<file path="src/outcmd_pkg.sv">
package outcmd_pkg;
  localparam int IMAGE_MAX = 240;
  localparam int CMD_BYTES = 6;
  localparam logic [7:0] OFS_TRIGGER = 8'h00;
  localparam logic [7:0] OFS_CONTROL = 8'h01;
  localparam logic [7:0] OFS_MODULE = 8'h02;
  localparam logic [7:0] OFS_CHANNEL = 8'h03;
  localparam logic [7:0] OFS_PREAMBLE = 8'h04;
  localparam logic [7:0] OFS_FRAMELEN = 8'h05;
  localparam int CTL_CLEAR_BIT = 0;
  localparam int CTL_DETECT_OFF_BIT = 2;
  localparam logic [7:0] CHANNEL_MAX = 8'h03;
  localparam logic [7:0] PREAMBLE_MIN = 8'h05;
  localparam logic [7:0] PREAMBLE_MAX = 8'h14;
  localparam logic [7:0] PREAMBLE_SUBST = 8'h14;
  localparam logic [7:0] TRIGGER_STEP = 8'h01;

  typedef enum logic [0:0] {
    layout_transparent,
    layout_compact
  } frame_layout_selector_t;

  typedef struct packed {
    logic [7:0] addr;
    logic [7:0] data;
  } image_byte_t;

  typedef struct packed {
    logic lost_output;
    logic channel_range;
    logic preamble_range;
    logic wrong_mode;
    logic bad_config;
  } diag_t;

  typedef struct packed {
    logic [1:0] channel;
    logic [7:0] preamble;
    logic [7:0] length;
    logic [7:0] module_sel;
    logic compact;
  } frame_cmd_t;
endpackage

</file>
<file path="src/outcmd_decoder.sv">
// Overview of operation
// Accept output image up to 240 bytes
// Bytes 0-5 commands, 6-239 payload
// Master places command bytes first
// Trigger change copies payload, sends frame; the queue here takes the payload of every image, trigger change or not
// Master increments trigger modulo 256
// Non-increment trigger change raises diagnostic
// Control bit 0 clears all diagnostics
// Control bit 2 disables auto detection
// Master writes other control bits zero
// Compact: nonzero select fires module send
// Transparent: channel from byte 3, 0-3
// Transparent: preamble from byte 4, 5-20
// Transparent: byte 5 gives payload count
// Operate, init, Set_Prm, Check_Cfg, exchange
// Any error returns to await parameterization
// Channel above 3 reports diagnostic
// Bad preamble becomes 20, reports diagnostic
// Compact non-manual module reports, no send
// Hold last trigger, compare each image
`timescale 1ns/1ps
`default_nettype none
module outcmd_decoder
  import outcmd_pkg::*;
#(
  parameter int IMAGE_LEN = 240,
  parameter int MODULE_COUNT = 111
)
(
  input wire logic clk,
  input wire logic rstn,
  input wire logic operate,
  input wire logic set_prm_seen,
  input wire logic check_cfg_seen,
  input wire logic cfg_error,
  input wire logic [7:0] cfg_image_len,
  input wire frame_layout_selector_t frame_layout_selector,
  input wire logic [MODULE_COUNT:1] module_manual,
  input wire logic image_valid,
  input wire image_byte_t image_byte,
  input wire logic image_end,
  input wire logic send_ready,
  input wire logic [7:0] send_addr,
  output logic send_start,
  output frame_cmd_t send_cmd,
  output logic [7:0] send_data,
  output logic detect_enable,
  output diag_t diag,
  output logic data_exchange
);
  initial
  begin
    if (IMAGE_LEN < CMD_BYTES + 1 || IMAGE_LEN > IMAGE_MAX)
      $error("outcmd_decoder: IMAGE_LEN out of range");
    if (MODULE_COUNT < 1 || MODULE_COUNT > 255)
      $error("outcmd_decoder: MODULE_COUNT out of range");
  end

  // ****************************************
  // Start-up sequencing
  // ****************************************
  typedef enum logic [2:0] {
    st_offline,
    st_init,
    st_wait_prm,
    st_wait_cfg,
    st_exchange
  } link_state_t;

  link_state_t state;
  logic cfg_bad;
  logic run_error;

  assign cfg_bad = int'(cfg_image_len) > IMAGE_LEN;
  assign data_exchange = (state == st_exchange);

  always_ff @(posedge clk or negedge rstn)
  begin
    if (!rstn)
      state <= st_offline;
    else if (!operate)
      state <= st_offline;
    else
    begin
      case (state)
        st_offline: state <= st_init;
        st_init: state <= st_wait_prm;
        st_wait_prm:
        begin
          if (set_prm_seen)
            state <= st_wait_cfg;
        end
        st_wait_cfg:
        begin
          if (cfg_error || cfg_bad)
            state <= st_wait_prm;
          else if (check_cfg_seen)
            state <= st_exchange;
        end
        st_exchange:
        begin
          if (run_error)
            state <= st_wait_prm;
        end
        default: state <= st_offline;
      endcase
    end
  end

  assign run_error = cfg_error || cfg_bad;

  // ****************************************
  // Command bytes
  // ****************************************
  logic [7:0] trig_new;
  logic [7:0] control;
  logic [7:0] module_sel;
  logic [7:0] channel;
  logic [7:0] preamble;
  logic [7:0] frame_len;
  logic [7:0] trig_last;
  logic trig_known;
  logic in_image;
  logic cmd_byte;

  assign in_image = image_valid && data_exchange && int'(image_byte.addr) < IMAGE_LEN;
  assign cmd_byte = in_image && int'(image_byte.addr) < CMD_BYTES;

  always_ff @(posedge clk or negedge rstn)
  begin
    if (!rstn)
    begin
      trig_new <= 8'h00;
      control <= 8'h00;
      module_sel <= 8'h00;
      channel <= 8'h00;
      preamble <= PREAMBLE_SUBST;
      frame_len <= 8'h00;
    end
    else if (cmd_byte)
    begin
      case (image_byte.addr)
        OFS_TRIGGER: trig_new <= image_byte.data;
        OFS_CONTROL: control <= image_byte.data;
        OFS_MODULE: module_sel <= image_byte.data;
        OFS_CHANNEL: channel <= image_byte.data;
        OFS_PREAMBLE: preamble <= image_byte.data;
        OFS_FRAMELEN: frame_len <= image_byte.data;
        default: ;
      endcase
    end
  end

  // Only bits 0 and 2 matter; others are ignored, not trapped
  assign detect_enable = !control[CTL_DETECT_OFF_BIT];

  // ****************************************
  // Payload into output queue
  // ****************************************
  logic [7:0] pay_addr;

  assign pay_addr = 8'(image_byte.addr - 8'(CMD_BYTES));

  outcmd_queue #(
    .DEPTH(IMAGE_LEN - CMD_BYTES)
  ) u_queue (
    .clk(clk),
    .rstn(rstn),
    .wr_en(in_image && !cmd_byte),
    .wr_addr(pay_addr),
    .wr_data(image_byte.data),
    .rd_en(send_ready),
    .rd_addr(send_addr),
    .rd_data(send_data)
  );

  // ****************************************
  // Trigger evaluation at image end
  // ****************************************
  logic changed;
  logic stepped;
  logic compact;
  logic sel_valid;
  logic sel_manual;
  logic image_done;

  assign image_done = image_end && data_exchange;
  assign changed = trig_known && (trig_new != trig_last);
  assign stepped = (trig_new == 8'(trig_last + TRIGGER_STEP));
  assign compact = (frame_layout_selector == layout_compact);
  assign sel_valid = (module_sel != 8'h00) && int'(module_sel) <= MODULE_COUNT;
  assign sel_manual = sel_valid && module_manual[module_sel];

  // First image only sets the last trigger, no send on it
  always_ff @(posedge clk or negedge rstn)
  begin
    if (!rstn)
    begin
      trig_last <= 8'h00;
      trig_known <= 1'b0;
    end
    else if (!data_exchange)
      trig_known <= 1'b0;
    else if (image_done)
    begin
      trig_last <= trig_new;
      trig_known <= 1'b1;
    end
  end

  always_ff @(posedge clk or negedge rstn)
  begin
    if (!rstn)
    begin
      send_start <= 1'b0;
      send_cmd <= '0;
    end
    else
    begin
      send_start <= 1'b0;
      if (image_done && changed)
      begin
        send_cmd.compact <= compact;
        send_cmd.module_sel <= module_sel;
        send_cmd.channel <= channel[1:0];
        send_cmd.length <= frame_len;
        if (preamble < PREAMBLE_MIN || preamble > PREAMBLE_MAX)
          send_cmd.preamble <= PREAMBLE_SUBST;
        else
          send_cmd.preamble <= preamble;
        if (compact)
          send_start <= sel_manual;
        else
          send_start <= (channel <= CHANNEL_MAX);
      end
    end
  end

  // ****************************************
  // Diagnostics
  // ****************************************
  diag_t next_diag;
  logic clear_req;

  assign clear_req = image_done && control[CTL_CLEAR_BIT];

  always_comb
  begin
    next_diag = '0;
    if (image_done && changed)
    begin
      next_diag.lost_output = !stepped;
      if (!compact)
      begin
        next_diag.channel_range = channel > CHANNEL_MAX;
        next_diag.preamble_range = preamble < PREAMBLE_MIN || preamble > PREAMBLE_MAX;
      end
      else
        next_diag.wrong_mode = (module_sel != 8'h00) && !sel_manual;
    end
    next_diag.bad_config = operate && cfg_bad;
  end

  // New events win over a clear in the same cycle
  always_ff @(posedge clk or negedge rstn)
  begin
    if (!rstn)
      diag <= '0;
    else if (clear_req)
      diag <= next_diag;
    else
      diag <= diag | next_diag;
  end
endmodule
`default_nettype wire

</file>
<file path="src/outcmd_queue.sv">
`timescale 1ns/1ps
`default_nettype none
module outcmd_queue
  import outcmd_pkg::*;
#(
  parameter int DEPTH = 234
)
(
  input wire logic clk,
  input wire logic rstn,
  input wire logic wr_en,
  input wire logic [7:0] wr_addr,
  input wire logic [7:0] wr_data,
  input wire logic rd_en,
  input wire logic [7:0] rd_addr,
  output logic [7:0] rd_data
);
  initial
  begin
    if (DEPTH < 1 || DEPTH > IMAGE_MAX - CMD_BYTES)
      $error("outcmd_queue: DEPTH out of range");
  end

  logic [7:0] mem [DEPTH];

  always_ff @(posedge clk)
  begin
    if (wr_en && int'(wr_addr) < DEPTH)
      mem[wr_addr] <= wr_data;
  end

  always_ff @(posedge clk or negedge rstn)
  begin
    if (!rstn)
      rd_data <= 8'h00;
    else if (rd_en && int'(rd_addr) < DEPTH)
      rd_data <= mem[rd_addr];
  end
endmodule
`default_nettype wire

</file>
<file path="config.mk">
export PLATFORM = sky130hd
export DESIGN_NAME = outcmd_decoder
export DESIGN_NICKNAME = d
export VERILOG_FILES = /design/src/outcmd_pkg.sv /design/src/outcmd_decoder.sv /design/src/outcmd_queue.sv
export SDC_FILE = /design/constraint.sdc
export NUM_CORES = 2
export LEC_CHECK = 0
export BUFFER_PORTS_ARGS = -buffer_cell sky130_fd_sc_hd__buf_2
export CAP_MARGIN = 20
export CORE_ASPECT_RATIO = 0.5
export CORE_UTILIZATION = 56
export DETAILED_ROUTE_END_ITERATION = 16
export GPL_TIMING_DRIVEN = 0
export PLACE_DENSITY_LB_ADDON = 0.05
export REMOVE_ABC_BUFFERS = 1
export SLEW_MARGIN = 20
export SYNTH_ARGS = -nofsm -noshare
export SYNTH_HDL_FRONTEND = slang
export SYNTH_SLANG_ARGS = --single-unit
</file>
<file path="constraint.sdc">
create_clock -name clk -period 2.65 [get_ports clk]
set_input_delay 0.53 -clock clk [delete_from_list [all_inputs] [get_ports clk]]
set_output_delay 0.53 -clock clk [all_outputs]
set_load 0.005 [all_outputs]
</file>
==> run_results.csv <==
group,metric,value,unit
outcome,outcome,"finished with violations",
outcome,violations,"negative setup slack",
power_and_ir_drop,power.total,62.19,mW
floorplanning,initial_core_util,0.5677,
placement,io_buffers,195,
floorplanning,pin_count,196,
global_route,grt_max_degree,129,
sta,setup_tns,-348.39,ns
clock_tree,h-tree-depth,4,
route,wl_per_cell,34.50,µm
sta,fin_crit_sh,1.116,
sta,final-setup-viol-count,1875,
synthesis,synth-edff-count,1872,
placement,placed_cell_area,81770,µm²
synthesis,synth.cell_area,78280,µm²
power_and_ir_drop,vdd_drop_max,0.0006106,V
route,antenna_left,0,
layout,multiInputGateArea,20030,µm²
synthesis,synthFlopType,"edfxtp_1",
route,drt-total-wl,214300,µm
critical_path,cp-start-kind,"primary input",
sta,final-hold-violation-count,0,
run,max-cap-violations,0,
sta,fin_worst_skew,0.01849,ns
clock_tree,cts_tree,"built",
sta,fin_ws,-0.3063,ns
sta,hold_ws,0.05490,ns
synthesis,syn_avg_cell_area,19.80,µm²
power_and_ir_drop,p_leak,29.04,nW
critical_path,rrSetupSlack,-0.28,ns
route,drcViolationCount,0,
critical_path,crit_type,"primary input to flip-flop",
route,drtIter0Drc,5415,
critical_path,critPathMaxFanout,16,
hold_path,hold_class,"primary input to flip-flop",
synthesis,netlist-cell-type-count,73,
clock_tree,cts_buffers,167,
layout,fin_nets,4370,
power_and_ir_drop,power.density,690.1,nW/µm²
floorplanning,core,137900,µm²
synthesis,synth-seq-cells,1967,
route,viasPerCell,6.678,
critical_path,critPathRequiredTime,3.08,ns
synthesis,synth-async-reset-ratio,0.04830,
layout,fillCellCount,9285,
placement,place.gp.congestion,0.8537,
layout,fin_area,90110,µm²
route,dr.pass1.iters,5,
global_route,grt-ovfl-total,0,
synthesis,yosys_warnings,0,
sta,maxSlewViolCount,0,
route,vias,41480,
layout,area_delta_synth_final,15.11,%
placement,post-dp-hpwl,122800,µm
global_route,antenna_found_initial,10,
global_route,gr-usage-all-layers,0.3091,
sta,fmax,338.3,MHz
global_route,grt_pass1_wl,304000,µm
clock_tree,cts_sinks,1967,
floorplanning,num_rows,96,
layout,regArea,58600,µm²
floorplanning,die-area,141400,µm²
sta,rsz0062_at_grt,"true",
clock_tree,clk_pin_slew_worst_paths,0.06,ns
floorplanning,fp.dieH,266.4,µm
layout,drive_above_1_share,0.3146,
clock_tree,clk_latency,0.79,ns
sta,relSlewSlack,0.2892,
global_route,grt_pass1_vias,40800,
sta,worst_slew_pin_slew,1.059,ns
clock_tree,clockBufferDepth,3,
sta,fin_crit,2.956,ns
synthesis,syn-instance-count,3954,
synthesis,synth.yosys.seq_area_share,0.7485,
floorplanning,die_width,530.7,µm
critical_path,end_kind,"flip-flop",
clock_tree,ctsRootBufferMaster,"clkbuf_16",
critical_path,arrival,3.39,ns
[worst max-delay path, cell delays in order]
cell     delay [ns]
buf_4          0.22
ha_2           0.31
nor2_1         0.11
and3b_1        0.20
xnor2_1        0.41
inv_1          0.21
nor2_4         0.51
nand2_4        0.41
nor2_4         0.45
[metal layers]
layer / global-route usage / vias to the layer above / routed length, µm
met2: 0.4632 / 2217 / 97930
li1: - / 16880 / -
met5: 0 / - / 0
met4: 0.07228 / 0 / 4803
met1: 0.4669 / 22100 / 88850
met3: 0.07002 / 282 / 22690
[kinds of logic after synthesis]
logic type	Yosys count	synth area share
flip-flops	1967	0.7485
multiplexers	706	0.1585
AO/OA/AOI/OAI	418	0.03745
buffers and inverters	258	0.02070
AND/OR/NAND/NOR	584	0.03240
XOR/XNOR	19	0.002126
adder cells (fa/ha/maj)	2	0.0003196
[cells in the final DEF, fill, tap and decap left out, drive strengths merged, types with 45 or more instances in the layout]
master,instances
edfxtp,1872
mux4,417
buf,298
nor2,288
clkbuf,224
mux2i,215
nand2,140
dfrtp,93
a21oi,87
o221ai,80
mux2,74
clkinv,58
o21ai,51
a22oi,45
[sequential cells by signal, summed over array words and instances (netlist names)]
name             flops
channel              8
control              2
diag                 5
frame_len            8
module_sel           8
preamble             8
send_cmd            27
send_start           1
state                3
trig_known           1
trig_last            8
trig_new             8
u_queue.mem       1872
u_queue.rd_data      8
[cell type report]
type,instances,share of cell area
well taps,1862,0.02586
flip-flops and latches,1967,0.6503
inverters,21,0.001153
repair buffers,324,0.04231
repair inverters,2,0.0001944
clock buffers,224,0.05022
clock inverters,78,0.007679
diodes,1,0.00002777
multi-input cells,1732,0.2223
[Yosys cell counts, types with 6 or more instances]
| cell | instances | area, µm² |
|---|---|---|
| o31ai_1 | 6 | 45.04 |
| a221oi_1 | 10 | 87.58 |
| dfrtp_1 | 93 | 2327 |
| buf_4 | 16 | 120.1 |
| o221ai_1 | 80 | 700.7 |
| buf_12 | 9 | 180.2 |
| o21ai_0 | 46 | 230.2 |
| nand3_1 | 42 | 210.2 |
| a211oi_1 | 19 | 142.6 |
| inv_1 | 17 | 63.81 |
| a21oi_1 | 87 | 435.4 |
| buf_6 | 43 | 484.2 |
| a2111oi_0 | 7 | 61.31 |
| buf_8 | 6 | 90.09 |
| a31oi_1 | 16 | 100.1 |
| mux4_2 | 409 | 9211 |
| mux4_1 | 8 | 210.2 |
| mux2i_1 | 215 | 2152 |
| nand2b_1 | 6 | 37.54 |
| mux2_2 | 74 | 833.3 |
| buf_2 | 44 | 220.2 |
| and3_1 | 9 | 56.30 |
| edfxtp_1 | 1872 | 56210 |
| nor4_1 | 14 | 87.58 |
| a211o_1 | 9 | 78.83 |
| nor2b_1 | 19 | 118.9 |
| o211ai_1 | 7 | 52.55 |
| and2_1 | 6 | 37.54 |
| nand2_1 | 140 | 525.5 |
| nor3_1 | 29 | 145.1 |
| buf_1 | 11 | 41.29 |
| a22oi_1 | 45 | 337.8 |
| nand4_1 | 10 | 62.56 |
| nor2_1 | 288 | 1081 |
| o22ai_1 | 35 | 219.0 |
| a22o_1 | 11 | 96.34 |
| xnor2_1 | 15 | 131.4 |
| clkbuf_1 | 108 | 405.4 |
[worst paths after layout]
| kind | startpoint | to | cells past startpoint |
|---|---|---|---|
| max in group asynchronous | rstn | preamble[4]$_DFFE_PN1P_ | 3 |
| max | image_byte[9] | u_queue.mem[36][2]$_DFFE_PP_ | 9 |
| min | image_byte[0] | u_queue.mem[98][0]$_DFFE_PP_ | 1 |
| min in group asynchronous | rstn | trig_last[3]$_DFFE_PN0P_ | 2 |
| max reg2reg | state[1]$_DFFE_PN0P_ | u_queue.mem[146][2]$_DFFE_PP_ | 5 |
| min reg2reg | diag[3]$_DFF_PN0_ | diag[3]$_DFF_PN0_ | 2 |
[power breakdown]
| group | internal [mW] | leakage, nW | switching, mW |
|---|---|---|---|
| logic | 1.40 | 8.39 | 2.55 |
| registers | 34.0 | 18.1 | 0.0277 |
| clock network | 13.1 | 2.55 | 11.1 |
[metrics by stage]
stage	util	setup WS, ns	std cells
after floorplan	-	-0.5974	3717
after global placement	0.5805	-17.97	5774
after detailed placement	0.5930	-2.453	5836
after CTS	0.6515	-0.6074	6210
after global routing	0.6534	-0.4188	6210
final	0.6535	-0.3063	6211
[timing repair]
item                                   in CTS  in global routing
gates cloned                               29                  0
gates resized for setup                   420                 78
pin swaps                                  20                  0
hold buffers                                4                  0
setup endpoints to repair                1925               1914
setup buffers                              39                  0
endpoints found under the hold margin      97                  0
No activity file was read; power rests on OpenSTA's default activity.
